## src/common/vsec_pkg.sv

```systemverilog
// vsec_pkg: constants and state types shared by the voice stream escape codec
package vsec_pkg;
    localparam logic [7:0] ESC_DEFAULT = 8'h10; // escape byte after reset
    localparam logic [7:0] END_TEXT = 8'h03;    // end-of-text byte
    localparam logic [7:0] CHR_BUSY = 8'h62;    // 'b'
    localparam logic [7:0] CHR_TEXT = 8'h63;    // 'c'
    localparam logic [7:0] CHR_DIAL = 8'h64;    // 'd'
    localparam logic [7:0] CHR_TONE_END = 8'h65; // 'e'
    localparam logic [7:0] CHR_NOISE = 8'h6e;   // 'n'
    localparam logic [7:0] CHR_RINGBACK = 8'h72; // 'r'
    localparam logic [7:0] CHR_CR = 8'h0d;      // carriage return
    localparam logic [7:0] CHR_LF = 8'h0a;      // line feed
    localparam int BUF_DEPTH = 2;               // skid buffer entries

    // transmit side sequencer toward the terminal
    typedef enum logic [2:0] {
        VSEC_TX_IDLE = 3'b000,
        VSEC_TX_CODE = 3'b001,
        VSEC_TX_DUP = 3'b010,
        VSEC_TX_TEXT = 3'b011,
        VSEC_TX_CR = 3'b100,
        VSEC_TX_LF = 3'b101
    } vsec_tx_type;

    // receive side decoder from the terminal
    typedef enum logic [1:0] {
        VSEC_RX_DATA = 2'b00,
        VSEC_RX_ESC = 2'b01,
        VSEC_RX_DRAIN = 2'b10
    } vsec_rx_type;
endpackage : vsec_pkg

```

## src/verilog/vsec_codec.sv

```systemverilog
// vsec_codec: escape-code framer toward the terminal and decoder from it
// Behaviour
// - escape is 0x10, end-of-text is 0x03
// - escape+etx drains playback, then voice-connect result
// - keypad digit sent as escape+digit once
// - busy tone sent as escape+b once
// - text sent as escape, c, string, CR, LF
// - dial tone sent as escape+d once
// - tone end sent as escape+e
// - no speech sent as escape+n once
// - ringback sent as escape+r once
// - escape+etx ends stream after abort only
// - data escape bytes doubled on sending
// - doubled escape received becomes one byte
// - events sent in data and command modes
// - escape value setting resets to 0x10
module vsec_codec (
    input wire logic sys_clk,
    input wire logic rstn,
    input wire logic [7:0] escCfg,       // escape value to load when escLoad
    input wire logic escLoad,
    input wire logic voiceData,          // voice data transfer mode active
    input wire logic [7:0] smpData,      // receive samples toward terminal
    input wire logic smpValid,
    output logic smpReady,
    input wire logic [7:0] digitChar,    // keypad digit character
    input wire logic digitDet,           // level while tone present
    input wire logic busyDet,            // call progress tone detector levels
    input wire logic dialDet,
    input wire logic ringbackDet,
    input wire logic noSpeech,           // voice activity detector: silence
    input wire logic abortRx,            // pulse: terminal aborted receive
    input wire logic [7:0] txtData,      // caller-id / ring text
    input wire logic txtValid,
    input wire logic txtLast,
    output logic txtReady,
    output logic [7:0] dteData,          // bytes toward terminal
    output logic dteValid,
    input wire logic dteReady,
    input wire logic [7:0] hostData,     // bytes from terminal
    input wire logic hostValid,
    output logic hostReady,
    output logic [7:0] playData,         // decoded playback bytes
    output logic playValid,
    input wire logic playReady,
    input wire logic playEmpty,          // playback buffer fully played
    output logic voiceConnect,           // pulse: voice-connect result
    output logic [7:0] escValue
);
    typedef struct packed {
        vsec_pkg::vsec_tx_type tx;
        vsec_pkg::vsec_rx_type rx;
        logic [7:0] esc;
        logic [7:0] code;      // byte after escape
        logic digitSeen;       // tone already reported
        logic busySeen;
        logic dialSeen;
        logic rbSeen;
        logic toneActive;      // a progress tone is reported and ongoing
        logic silSeen;
        logic etxPend;         // end-of-stream mark owed after abort
        logic voice_connect_result;
        logic [7:0] wData;     // word into the output buffer
        logic wValid;
    } vsec_st_type;

    vsec_st_type st_q;
    vsec_st_type st_d;
    logic bufReady;
    logic bufValid;
    logic [7:0] bufData;
    logic anyTone;
    logic evtAny;          // some event code is owed to the terminal

    // compare a byte with the escape value in force
    function automatic logic isEsc(input logic [7:0] b, input logic [7:0] e);
        return b == e;
    endfunction

    assign anyTone = busyDet || dialDet || ringbackDet;
    // any owed event wins over samples, so ready must drop or a sample would be lost
    assign evtAny = (digitDet && !st_q.digitSeen) || (busyDet && !st_q.busySeen)
        || (dialDet && !st_q.dialSeen) || (ringbackDet && !st_q.rbSeen) || (st_q.toneActive && !anyTone)
        || (noSpeech && !st_q.silSeen) || txtValid || st_q.etxPend;
    assign smpReady = st_q.tx == vsec_pkg::VSEC_TX_IDLE && !st_q.wValid && voiceData && !evtAny;
    assign txtReady = st_q.tx == vsec_pkg::VSEC_TX_TEXT && !st_q.wValid;
    assign hostReady = st_q.rx != vsec_pkg::VSEC_RX_DRAIN && playReady;
    assign playData = st_q.esc == hostData ? st_q.esc : hostData;
    assign playValid = hostValid && st_q.rx != vsec_pkg::VSEC_RX_DRAIN
        && (st_q.rx == vsec_pkg::VSEC_RX_ESC ? isEsc(hostData, st_q.esc) : !isEsc(hostData, st_q.esc));
    assign voiceConnect = st_q.voice_connect_result;
    assign escValue = st_q.esc;
    assign dteData = bufData;
    assign dteValid = bufValid;

    // one staging word feeds the buffer; a stalled terminal halts the sequencer
    always_comb begin
        st_d = st_q;
        st_d.voice_connect_result = 1'b0;
        if (st_q.wValid && bufReady) begin
            st_d.wValid = 1'b0;
        end
        if (escLoad) begin
            st_d.esc = escCfg;
        end
        if (!digitDet) st_d.digitSeen = 1'b0;
        if (!busyDet) st_d.busySeen = 1'b0;
        if (!dialDet) st_d.dialSeen = 1'b0;
        if (!ringbackDet) st_d.rbSeen = 1'b0;
        if (!noSpeech) st_d.silSeen = 1'b0;
        if (abortRx) st_d.etxPend = 1'b1;
        // transmit sequencer, events take priority over samples in both modes
        if (!st_d.wValid) begin
            unique case (st_q.tx)
                vsec_pkg::VSEC_TX_IDLE: begin
                    if (evtAny) begin
                        // escape goes out now, the chosen code follows from CODE
                        st_d.wData = st_q.esc;
                        st_d.wValid = 1'b1;
                        st_d.tx = vsec_pkg::VSEC_TX_CODE;
                        if (digitDet && !st_q.digitSeen) begin
                            st_d.code = digitChar;
                            st_d.digitSeen = 1'b1;
                        end else if (busyDet && !st_q.busySeen) begin
                            st_d.code = vsec_pkg::CHR_BUSY;
                            st_d.busySeen = 1'b1;
                            st_d.toneActive = 1'b1;
                        end else if (dialDet && !st_q.dialSeen) begin
                            st_d.code = vsec_pkg::CHR_DIAL;
                            st_d.dialSeen = 1'b1;
                            st_d.toneActive = 1'b1;
                        end else if (ringbackDet && !st_q.rbSeen) begin
                            st_d.code = vsec_pkg::CHR_RINGBACK;
                            st_d.rbSeen = 1'b1;
                            st_d.toneActive = 1'b1;
                        end else if (st_q.toneActive && !anyTone) begin
                            st_d.code = vsec_pkg::CHR_TONE_END;
                            st_d.toneActive = 1'b0;
                        end else if (noSpeech && !st_q.silSeen) begin
                            st_d.code = vsec_pkg::CHR_NOISE;
                            st_d.silSeen = 1'b1;
                        end else if (txtValid) begin
                            st_d.code = vsec_pkg::CHR_TEXT;
                        end else if (st_q.etxPend) begin
                            st_d.code = vsec_pkg::END_TEXT;
                            st_d.etxPend = 1'b0;
                        end
                    end else if (smpValid && smpReady) begin
                        st_d.wData = smpData;
                        st_d.wValid = 1'b1;
                        if (isEsc(smpData, st_q.esc)) st_d.tx = vsec_pkg::VSEC_TX_DUP;
                    end
                end
                vsec_pkg::VSEC_TX_CODE: begin
                    st_d.wData = st_q.code;
                    st_d.wValid = 1'b1;
                    st_d.tx = st_q.code == vsec_pkg::CHR_TEXT ? vsec_pkg::VSEC_TX_TEXT : vsec_pkg::VSEC_TX_IDLE;
                end
                vsec_pkg::VSEC_TX_DUP: begin
                    st_d.wData = st_q.esc;
                    st_d.wValid = 1'b1;
                    st_d.tx = vsec_pkg::VSEC_TX_IDLE;
                end
                vsec_pkg::VSEC_TX_TEXT: begin
                    // only take text in the cycle txtReady shows, or a byte would repeat
                    if (txtValid && !st_q.wValid) begin
                        st_d.wData = txtData;
                        st_d.wValid = 1'b1;
                        if (txtLast) st_d.tx = vsec_pkg::VSEC_TX_CR;
                    end
                end
                vsec_pkg::VSEC_TX_CR: begin
                    st_d.wData = vsec_pkg::CHR_CR;
                    st_d.wValid = 1'b1;
                    st_d.tx = vsec_pkg::VSEC_TX_LF;
                end
                vsec_pkg::VSEC_TX_LF: begin
                    st_d.wData = vsec_pkg::CHR_LF;
                    st_d.wValid = 1'b1;
                    st_d.tx = vsec_pkg::VSEC_TX_IDLE;
                end
                default: st_d.tx = vsec_pkg::VSEC_TX_IDLE;
            endcase
        end
        // receive decoder from the terminal
        unique case (st_q.rx)
            vsec_pkg::VSEC_RX_DATA: begin
                if (hostValid && hostReady && isEsc(hostData, st_q.esc)) st_d.rx = vsec_pkg::VSEC_RX_ESC;
            end
            vsec_pkg::VSEC_RX_ESC: begin
                if (hostValid && hostReady) begin
                    if (hostData == vsec_pkg::END_TEXT) st_d.rx = vsec_pkg::VSEC_RX_DRAIN;
                    else st_d.rx = vsec_pkg::VSEC_RX_DATA;
                end
            end
            vsec_pkg::VSEC_RX_DRAIN: begin
                if (playEmpty) begin
                    st_d.voice_connect_result = 1'b1;
                    st_d.rx = vsec_pkg::VSEC_RX_DATA;
                end
            end
            default: st_d.rx = vsec_pkg::VSEC_RX_DATA;
        endcase
    end

    // synchronous reset; escape value returns to its default
    always_ff @(posedge sys_clk) begin
        if (!rstn) begin
            st_q <= '0;
            st_q.esc <= vsec_pkg::ESC_DEFAULT;
        end else begin
            st_q <= st_d;
        end
    end

    // buffer holds terminal stalls without losing bytes
    vsec_skid_buffer u_buf (
        .sys_clk(sys_clk),
        .rstn(rstn),
        .inData(st_q.wData),
        .inValid(st_q.wValid),
        .inReady(bufReady),
        .outData(bufData),
        .outValid(bufValid),
        .outReady(dteReady)
    );
endmodule // vsec_codec

```

## src/verilog/vsec_skid_buffer.sv

```systemverilog
// vsec_skid_buffer: two-entry byte buffer with valid/ready on both sides
module vsec_skid_buffer (
    input wire logic sys_clk,
    input wire logic rstn,
    input wire logic [7:0] inData,
    input wire logic inValid,
    output logic inReady,
    output logic [7:0] outData,
    output logic outValid,
    input wire logic outReady
);
    typedef struct packed {
        logic [1:0][7:0] mem; // entry 0 is the head
        logic [1:0] cnt;      // 0..2 words held
    } vsec_buf_type;

    vsec_buf_type st_q;
    vsec_buf_type st_d;
    logic push;
    logic pop;

    assign inReady = (st_q.cnt != 2'(vsec_pkg::BUF_DEPTH));
    assign outValid = (st_q.cnt != 2'h0);
    assign outData = st_q.mem[0];
    assign push = inValid && inReady;
    assign pop = outValid && outReady;

    // shift on pop, append at the new tail on push
    always_comb begin
        st_d = st_q;
        if (pop) begin
            st_d.mem[0] = st_q.mem[1];
            st_d.cnt = st_q.cnt - 2'h1;
        end
        if (push) begin
            st_d.mem[st_d.cnt[0]] = inData;
            st_d.cnt = st_d.cnt + 2'h1;
        end
    end

    // synchronous reset empties the buffer
    always_ff @(posedge sys_clk) begin
        if (!rstn) begin
            st_q <= '0;
        end else begin
            st_q <= st_d;
        end
    end
endmodule // vsec_skid_buffer

```

## config.mk

```make
export PLATFORM = sky130hd
export DESIGN_NAME = vsec_codec
export DESIGN_NICKNAME = d
export VERILOG_FILES = /design/src/common/vsec_pkg.sv /design/src/verilog/vsec_codec.sv /design/src/verilog/vsec_skid_buffer.sv
export SDC_FILE = /design/constraint.sdc
export NUM_CORES = 1
export LEC_CHECK = 0
export ABC_CLOCK_PERIOD_IN_PS = 2300
export BUFFER_PORTS_ARGS = -buffer_cell sky130_fd_sc_hd__buf_2
export CAP_MARGIN = 20
export CELL_PAD_IN_SITES_DETAIL_PLACEMENT = 1
export CELL_PAD_IN_SITES_GLOBAL_PLACEMENT = 2
export CORE_MARGIN = 2
export CORE_UTILIZATION = 32
export CTS_BUF_LIST = sky130_fd_sc_hd__clkbuf_8
export CTS_CLUSTER_DIAMETER = 40
export DETAILED_ROUTE_END_ITERATION = 8
export PLACE_DENSITY = 0.9
export SYNTH_ARGS = -nofsm -noshare
export SYNTH_HDL_FRONTEND = slang
export SYNTH_HIERARCHICAL = 1
export SYNTH_SLANG_ARGS = --single-unit
```

## constraint.sdc

```tcl
create_clock -name sys_clk -period 2.3 [get_ports sys_clk]
set_clock_uncertainty 0.05 [all_clocks]
set_input_delay 0.46 -clock sys_clk [delete_from_list [all_inputs] [get_ports sys_clk]]
set_output_delay 0.46 -clock sys_clk [all_outputs]
set_load 0.005 [all_outputs]
```

==> run_results.csv, run 1 <==
group,metric,value,unit
final_layout,areaGrowthSynthToFinish,22.1,%
floorplan,rows,36,
floorplan,start_util,0.332,
yosys,synth_most_common_cell,"dfxtp_1",
yosys,ys_ff_latch,56,
timing,fin_ws,-0.0476,ns
clock_tree,cts_tree,"yes",
outcome,violations,"setup timing",
critical_path,reg2reg_to,"st_q[6]",
final_layout,fillCellCount,1224,
place,dp_cells,575,
clock_tree,cts.sinks,56,
final_layout,layout.nets,512,
yosys,syn_area,3260,um^2
yosys,ys_types,61,
clock_tree,cts_buffers,5,
hold_path,min_to,"escValue[4]",
global_route,grt_pass1_wl,15600,um
timing,tns,-0.0476,ns
yosys,ys_seq_area_frac,0.344,
critical_path,timing.rr.start,"st_q[10]",
timing,relSlewSlack,0.652,
yosys,synth_top_area_share,0.344,
critical_path,cp.arrival,1.84,ns
yosys,syn-num-nets,431,
yosys,yosys_warnings,6,
place,port_buffers,86,
place,dp_slack,-0.0616,ns
final_layout,num_antenna_cells,0,
route,vias,3016,
floorplan,die_y,105,um
yosys,synth_area_leader_cell,"dfxtp_1",
clock_tree,cts.path.max_buffers,2,
global_route,grt_pass1_vias,3064,
floorplan,dieWidth,105,um
timing,fin_crit,2.35,ns
clock_tree,htree_levels,2,
clock_tree,clock_latency,0.31,ns
yosys,async_reset_ff_frac,0,
final_layout,stdcell_area,3980,um^2
critical_path,cp-end-kind,"output pin",
floorplan,die-area,11000,um^2
global_route,grt_antenna_before_repair,0,
timing,rsz0062_at_grt,"true",
pwr,p_int,0.00205,W
pwr,power_frac_seq,0.402,
hold_path,hold_depth,3,
place,placed_area,3810,um^2
yosys,synth_edf_count,0,
timing,fmax,426,MHz
yosys,synth_area_leaders,"dfxtp_1 34%, mux2i_1 7.4%, buf_4 3.9%",
place,finalWeightedCongestion,0.865,
timing,setup_viol,1,
yosys,synth_commonest_cells,"56 x dfxtp_1, 30 x nor2_1, 26 x nand2_1",
yosys,syn-mean-instance-area,8.79,um^2
route,antenna_left,0,
timing,hold_viol,0,
critical_path,startpoint_type,"register",
route,firstDrtPassIters,5,
route,wl,9790,um
global_route,track_usage,0.176,
hold_path,hp-class,"input pin to register",
timing,whs,0.311,ns
pwr,pwr-share-comb,0.439,
timing,drv_slew,0,
pwr,p_leak,1.81,nW
global_route,overflow,0,
critical_path,required,1.79,ns
timing,tightest_slew,0.521,ns
place,hpwlAfterDp,7750,um
clock_tree,clk_pin_slew,0.09,ns
yosys,synth_cells,371,
yosys,ys.flop_type,"dfxtp_1",
critical_path,path_class,"register to output pin",
critical_path,cp_max_fo,2,
route,drtIter0Drc,111,
floorplan,core_region_area,9820,um^2
final_layout,stdcell_count,586,
flow_run,cap_viol_max_count,0,
route,wl_per_cell,16.7,um
clock_tree,cts-root-buf,"clkbuf_8",
pwr,power.density,821,nW/um^2
global_route,grt_max_degree,26,
route,drcViolationCount,0,
pwr,p_switching,0.00122,W
timing,post-route-period-util,1.02,
pwr,clockPowerShare,0.160,
critical_path,r2r_slack,0.25,ns
hold_path,holdCritStartpoint,"escCfg[4]",
route,vias_per_cell,5.15,
pwr,peakVddDrop,0.350,mV
outcome,status,"complete, but fails checks",
critical_path,r2r_cells,5,
floorplan,io_pins,87,
pwr,swShare,0.373,
final_layout,drive_gt1_frac,0.320,
## placed cells by master, fill, tap and decap left out, types with 3 or more instances in the layout
cell	n
nor3_1	5
nand2_1	25
o311ai_0	4
a221oi_1	7
nor4_1	4
o211ai_1	3
and3_1	3
buf_2	86
o21ai_0	14
clkbuf_8	5
nor2_1	30
o31a_1	4
mux2i_1	24
xnor2_1	8
a21oi_1	21
dfxtp_2	4
nand3b_1	3
o211a_1	12
buf_4	29
xor2_1	9
nand3_1	6
inv_1	9
dfxtp_1	51
nor2b_1	12
a211oi_1	9
ha_1	3
nand2b_1	7
and2_1	4
a22o_1	4
## routing by layer
metal  vias up  wire (um)  share of wire  GRT usage
met5         -          0              0          0
met4         0         97         0.0099     0.0410
met3         9        273          0.028     0.0243
met2        53       4930           0.50      0.313
met1      1472       4480           0.46      0.224
li1       1482          -              -          -
## stage by stage
step / util / total power (W)
final: 0.405 / 0.00327
after global placement: 0.388 / 0.00269
after floorplan: - / 0.00237
after CTS: 0.402 / 0.00330
after global routing: 0.405 / 0.00353
after detailed placement: 0.388 / 0.00276
## worst max-delay path: stages, from the launching register on
cell and delay, ns:
dfxtp_2 0.34, xor2_1 0.16, nor4_2 0.34, nand2_1 0.14, and3_1 0.20, o31a_1 0.23, buf_2 0.12
## power groups by stage
stage / Combinational (W) / Clock (W) / Sequential (W)
after floorplan: 0.00107 / 0 / 0.00130
final: 0.00143 / 0.000522 / 0.00131
after global routing: 0.00159 / 0.000590 / 0.00134
after CTS: 0.00143 / 0.000547 / 0.00132
after global placement: 0.00137 / 0 / 0.00133
after detailed placement: 0.00142 / 0 / 0.00134
## final cells by class
cell class              instances  area [um^2]  share of cell area
multi-input cells             265         1910               0.480
flip-flops and latches         56         1130               0.284
repair buffers                116          659               0.166
well taps                     133          166              0.0418
inverters                       8         30.0             0.00754
clock inverters                 3         16.3             0.00409
clock buffers                   5         68.8              0.0173
## worst max path at each step
stage | startpoint | to | slack [ns] | cells past startpoint
finish | escValue[2] | playValid | -0.05 | 6
global route | escValue[1] | playValid | -0.13 | 6
CTS | escValue[5] | playValid | -0.02 | 6
detailed placement | hostData[1] | playValid | -0.06 | 7
global placement | hostData[2] | playValid | 0.02 | 7
floorplan | hostData[2] | playValid | 0.28 | 5
## timing repair
action,CTS,global route
resized for setup,6,8
buffers inserted,3,0
pin swaps,7,5
hold buffers,0,0
endpoints found under the setup margin,2,2
## sequential cells by signal, summed over array words and instances, names as in the netlist
signal         cells
escValue           8
st_q              29
u_buf/outData      8
u_buf/st_q        10
voiceConnect       1
## cells by family (layout without fill, tap and decap cells)
group / Yosys count / count (layout) / share of synthesized area
buffers and inverters: 50 / 132 / 0.0845
adder cells (fa/ha/maj): 3 / 3 / 0.0115
XOR/XNOR: 19 / 19 / 0.0534
AO/OA/AOI/OAI: 94 / 94 / 0.212
AND/OR/NAND/NOR: 125 / 125 / 0.221
flip-flops: 56 / 56 / 0.344
multiplexers: 24 / 24 / 0.0737
Note: power is estimated with default switching activity, not from simulation.
==> run 2, diff against run 1 <==
--- a/config.mk
+++ b/config.mk
@@ -5,7 +5,7 @@
 export SDC_FILE = /design/constraint.sdc
 export NUM_CORES = 1
 export LEC_CHECK = 0
-export ABC_CLOCK_PERIOD_IN_PS = 2300
+export ABC_CLOCK_PERIOD_IN_PS = 2330
 export BUFFER_PORTS_ARGS = -buffer_cell sky130_fd_sc_hd__buf_2
 export CAP_MARGIN = 20
 export CELL_PAD_IN_SITES_DETAIL_PLACEMENT = 1
==> constraint.sdc (replaced) <==
create_clock -name sys_clk -period 2.33 [get_ports sys_clk]
set_clock_uncertainty 0.05 [all_clocks]
set_input_delay 0.466 -clock sys_clk [delete_from_list [all_inputs] [get_ports sys_clk]]
set_output_delay 0.466 -clock sys_clk [all_outputs]
set_load 0.005 [all_outputs]
==> run_results.csv, run 2 (synthesized netlist as in run 1, its figures left out) <==
group,metric,value,unit
timing,fin_crit,2.29,ns
place,finalWeightedCongestion,0.859,
global_route,grt_pass1_wl,15500,um
place,hpwlAfterDp,7750,um
clock_tree,ctsHoldBuffers,0,
final_layout,stdcell_count,585,
timing,whs,0.321,ns
global_route,grt_max_degree,26,
route,drtIter0Drc,90,
critical_path,timing.rr.start,"st_q[10]",
floorplan,die_y,105,um
timing,setup_viol,0,
final_layout,areaGrowthSynthToFinish,22.8,%
floorplan,start_util,0.332,
pwr,peakVddDrop,0.318,mV
clock_tree,cts.path.max_buffers,2,
place,dp_cells,574,
timing,relSlewSlack,0.658,
clock_tree,cts_tree,"yes",
route,wl,9650,um
timing,rsz0062_at_grt,"true",
floorplan,core_region_area,9820,um^2
final_layout,drive_gt1_frac,0.322,
place,placed_area,3820,um^2
final_layout,regMostFlops,"st_q",
floorplan,dieWidth,105,um
clock_tree,cts.sinks,56,
global_route,grt_util_met3,0.0293,
timing,tns,0,ns
flow_run,cap_viol_max_count,0,
global_route,grt_antenna_before_repair,1,
hold_path,hp-class,"input pin to register",
clock_tree,cts-root-buf,"clkbuf_8",
critical_path,cp-end-kind,"output pin",
global_route,grt.busiest_layer,"met2",
final_layout,top_regs,"st_q (29), u_buf/st_q (10)",
timing,fin_ws,0.0404,ns
outcome,status,"finished, final reports clean",
final_layout,layout_common_cells,"86 x buf_2, 52 x dfxtp_1, 30 x nor2_1, 26 x buf_4, 25 x nand2_1",
timing,tightest_slew,0.513,ns
floorplan,io_pins,87,
timing,drv_slew,0,
place,dp_slack,-0.0580,ns
final_layout,stdcell_area,4000,um^2
global_route,use_met2,0.296,
critical_path,startpoint_type,"register",
route,wl_per_cell,16.5,um
timing,hold_viol,0,
route,vias,3033,
critical_path,path_class,"register to output pin",
final_layout,largest_reg_flops,29,
hold_path,hold_depth,3,
critical_path,r2r_cells,5,
clock_tree,htree_levels,2,
route,firstDrtPassIters,4,
critical_path,required,1.81,ns
hold_path,holdCritStartpoint,"playEmpty",
route,vias_per_cell,5.18,
global_route,track_usage,0.175,
critical_path,reg2reg_to,"st_q[8]",
pwr,power.density,840,nW/um^2
route,antenna_left,0,
pwr,p_leak,1.81,nW
timing,fmax,437,MHz
floorplan,rows,36,
global_route,grt_pass1_vias,3062,
critical_path,cp_max_fo,2,
floorplan,die-area,11000,um^2
clock_tree,clk_pin_slew,0.10,ns
timing,post-route-period-util,0.983,
final_layout,layout.nets,510,
clock_tree,clock_latency,0.31,ns
route,drcViolationCount,0,
final_layout,layout_commonest_cell,"buf_2",
critical_path,r2r_slack,0.30,ns
place,port_buffers,86,
clock_tree,cts_buffers,5,
hold_path,min_to,"voiceConnect",
critical_path,cp.arrival,1.77,ns
global_route,overflow,0,
global_route,use_met1,0.226,
==> run 2: layout make-up <==
cell class	count	area, um^2
inverters	8	30.0
multi-input cells	265	1910
clock inverters	3	38.8
well taps	133	166
flip-flops and latches	56	1130
diodes	1	2.50
repair buffers	114	657
clock buffers	5	68.8
fillers	1217	5820
==> run 2: worst max-delay path, stage by stage, from the launching register on <==
cell,delay [ns]
dfxtp_4,0.37
xor2_2,0.15
nor4_2,0.30
nand2_1,0.12
and3_1,0.18
o31a_1,0.22
buf_2,0.12
==> run 2: worst max path at each step <==
stage	start	to	slack, ns	depth (start not counted)
6_report	escValue[1]	playValid	0.04	6
5_1_grt	escValue[1]	playValid	-0.09	7
4_1_cts	escValue[7]	playValid	-0.06	6
3_5_place_dp	hostData[2]	playValid	-0.06	7
3_3_place_gp	hostData[2]	playValid	0.03	7
2_1_floorplan	hostData[2]	playValid	0.30	5
==> run 2: timing repair <==
item                       4_1_cts  5_1_grt
buffers inserted                 0        2
resized for setup                2       12
setup endpoints to repair        2        2
pin swaps                        2       11
gates cloned                     0        0
==> run 2: layer usage <==
| layer | up-vias | wire [um] |
|---|---|---|
| met5 | - | 0 |
| met3 | 23 | 337 |
| met4 | 0 | 252 |
| met2 | 75 | 4750 |
| li1 | 1485 | - |
| met1 | 1450 | 4310 |
==> run 2: stage by stage <==
| step | power (W) | util |
|---|---|---|
| 5_1_grt | 0.00361 | 0.408 |
| 3_5_place_dp | 0.00274 | 0.389 |
| 2_1_floorplan | 0.00234 | - |
| 3_3_place_gp | 0.00268 | 0.389 |
| 6_report | 0.00336 | 0.408 |
| 4_1_cts | 0.00338 | 0.401 |
==> run 2: report_power, final <==
| part | total [W] | internal, W | switching (W) |
|---|---|---|---|
| Clock | 0.000635 | 0.000315 | 0.000320 |
| Combinational | 0.00143 | 0.000682 | 0.000746 |
| Sequential | 0.00130 | 0.00115 | 0.000147 |
| Total | 0.00336 | 0.00215 | 0.00121 |
==> run 3, diff against run 2 <==
--- a/config.mk
+++ b/config.mk
@@ -16,6 +16,7 @@
 export CTS_CLUSTER_DIAMETER = 40
 export DETAILED_ROUTE_END_ITERATION = 8
 export PLACE_DENSITY = 0.9
+export RECOVER_POWER = 100
 export SYNTH_ARGS = -nofsm -noshare
 export SYNTH_HDL_FRONTEND = slang
 export SYNTH_HIERARCHICAL = 1
==> run_results.csv, run 3 (synthesized netlist as in run 1, its figures left out) <==
group,metric,value,unit
outcome,status,"finished, final reports clean",
timing,whs,0.321,ns
timing,post-route-period-util,0.983,
clock_tree,cts.path.max_buffers,2,
clock_tree,cts.sinks,56,
route,drcViolationCount,0,
place,dp_cells,574,
place,hpwlAfterDp,7750,um
global_route,grt_pass1_vias,3062,
critical_path,startpoint_type,"register",
critical_path,critPathMaxStageDelay,0.37,ns
timing,fin_crit,2.29,ns
critical_path,cp_cell_sequence,"xor2_2 > nor4_2 > nand2_1 > and3_1 > o31a_1 > buf_2",
route,vias_per_cell,5.19,
timing,drv_slew,0,
place,finalWeightedCongestion,0.859,
pwr,pwr-share-comb,0.424,
pwr,p_int,0.00215,W
final_layout,largest_reg_flops,29,
final_layout,final_util,0.407,
final_layout,stdcell_area,3990,um^2
final_layout,top_regs,"st_q (29), u_buf/st_q (10)",
clock_tree,ctsHoldBuffers,0,
timing,rsz0062_at_grt,"true",
clock_tree,cts_buffers,5,
global_route,track_usage,0.175,
clock_tree,clock_latency,0.31,ns
pwr,p_leak,1.79,nW
critical_path,slowest_stage,"dfxtp_4",
route,drtIter0Drc,104,
pwr,clockPowerShare,0.189,
final_layout,areaGrowthSynthToFinish,22.5,%
final_layout,layout_commonest_cell,"buf_2",
final_layout,regMostFlops,"st_q",
route,wl,9650,um
timing,setup_viol,0,
timing,tightest_slew,0.914,ns
pwr,power.density,842,nW/um^2
place,dp_slack,-0.0580,ns
final_layout,drive_gt1_frac,0.306,
place,port_buffers,86,
critical_path,required,1.81,ns
final_layout,layout_common_cells,"81 x buf_2, 52 x dfxtp_1, 30 x nor2_1, 25 x nand2_1, 25 x buf_4",
critical_path,crit_buf_inv,1,
critical_path,path_class,"register to output pin",
place,placed_area,3820,um^2
global_route,grt_max_degree,26,
floorplan,io_pins,87,
timing,fin_ws,0.0406,ns
floorplan,start_util,0.332,
floorplan,rows,36,
timing,fmax,437,MHz
critical_path,cp.arrival,1.77,ns
pwr,peakVddDrop,0.319,mV
global_route,overflow,0,
global_route,grt_pass1_wl,15500,um
clock_tree,cts_tree,"yes",
route,vias,3034,
floorplan,die-area,11000,um^2
global_route,grt_antenna_before_repair,1,
clock_tree,htree_levels,2,
floorplan,core_region_area,9820,um^2
hold_path,hp-class,"input pin to register",
clock_tree,clk_pin_slew,0.10,ns
critical_path,critPathTopFamily,"simple AND/OR/NAND/NOR gates",
timing,hold_viol,0,
floorplan,dieWidth,105,um
floorplan,die_y,105,um
critical_path,cp_max_fo,2,
flow_run,cap_viol_max_count,0,
route,wl_per_cell,16.5,um
pwr,swShare,0.361,
route,antenna_left,0,
clock_tree,cts-root-buf,"clkbuf_8",
critical_path,cp-end-kind,"output pin",
final_layout,layout.nets,510,
timing,relSlewSlack,0.390,
pwr,power_frac_seq,0.387,
route,firstDrtPassIters,4,
pwr,p_switching,0.00121,W
final_layout,stdcell_count,585,
[run 3: final timing paths]
path / startpoint / to / slack, ns / depth (start not counted)
min: playEmpty / voiceConnect / 0.32 / 3
min reg2reg: st_q[13] / st_q[13] / 0.42 / 2
max: escValue[1] / playValid / 0.04 / 6
max reg2reg: st_q[10] / st_q[8] / 0.28 / 5
[run 3: worst reg2reg max path, delay by kind of cell, from the launching register on]
| kind | cells | cell delay (ns) |
|---|---|---|
| and+or+nand+nor | 2 | 0.65 |
| DFF | 1 | 0.33 |
| AOI/OAI and AO/OA | 3 | 0.88 |
[run 3: per-stage QoR]
step                TNS (ns)  total power (W)
finish                     0          0.00336
global route         -0.0904          0.00361
CTS                  -0.0597          0.00338
detailed placement   -0.0816          0.00274
global placement           0          0.00268
floorplan                  0          0.00234
[run 3: timing repair]
item                                    CTS  global route
resized for setup                         2            12
endpoints found under the setup margin    2             2
buffers inserted                          0             2
pin swaps                                 2            11
[run 3: power groups by stage]
stage,Combinational (W),Sequential [W],Clock (W)
after floorplan,0.00106,0.00128,0
after global placement,0.00137,0.00131,0
after detailed placement,0.00142,0.00132,0
after CTS,0.00143,0.00130,0.000656
after global routing,0.00159,0.00133,0.000693
final,0.00143,0.00130,0.000635
[run 3: cell type report]
| cell class | count | area (um^2) |
|---|---|---|
| fillers | 1221 | 5830 |
| multi-input cells | 265 | 1910 |
| flip-flops and latches | 56 | 1130 |
| repair buffers | 114 | 647 |
| well taps | 133 | 166 |
| clock buffers | 5 | 68.8 |
| clock inverters | 3 | 38.8 |
| inverters | 8 | 30.0 |
| diodes | 1 | 2.50 |
[run 3: layer usage]
| layer | share of wire | vias up | global-route usage | routed length [um] |
|---|---|---|---|---|
| li1 | - | 1485 | - | - |
| met1 | 0.45 | 1452 | 0.226 | 4310 |
| met2 | 0.49 | 74 | 0.296 | 4740 |
| met3 | 0.036 | 23 | 0.0293 | 349 |
| met4 | 0.026 | 0 | 0.0562 | 248 |
| met5 | 0 | - | 0 | 0 |
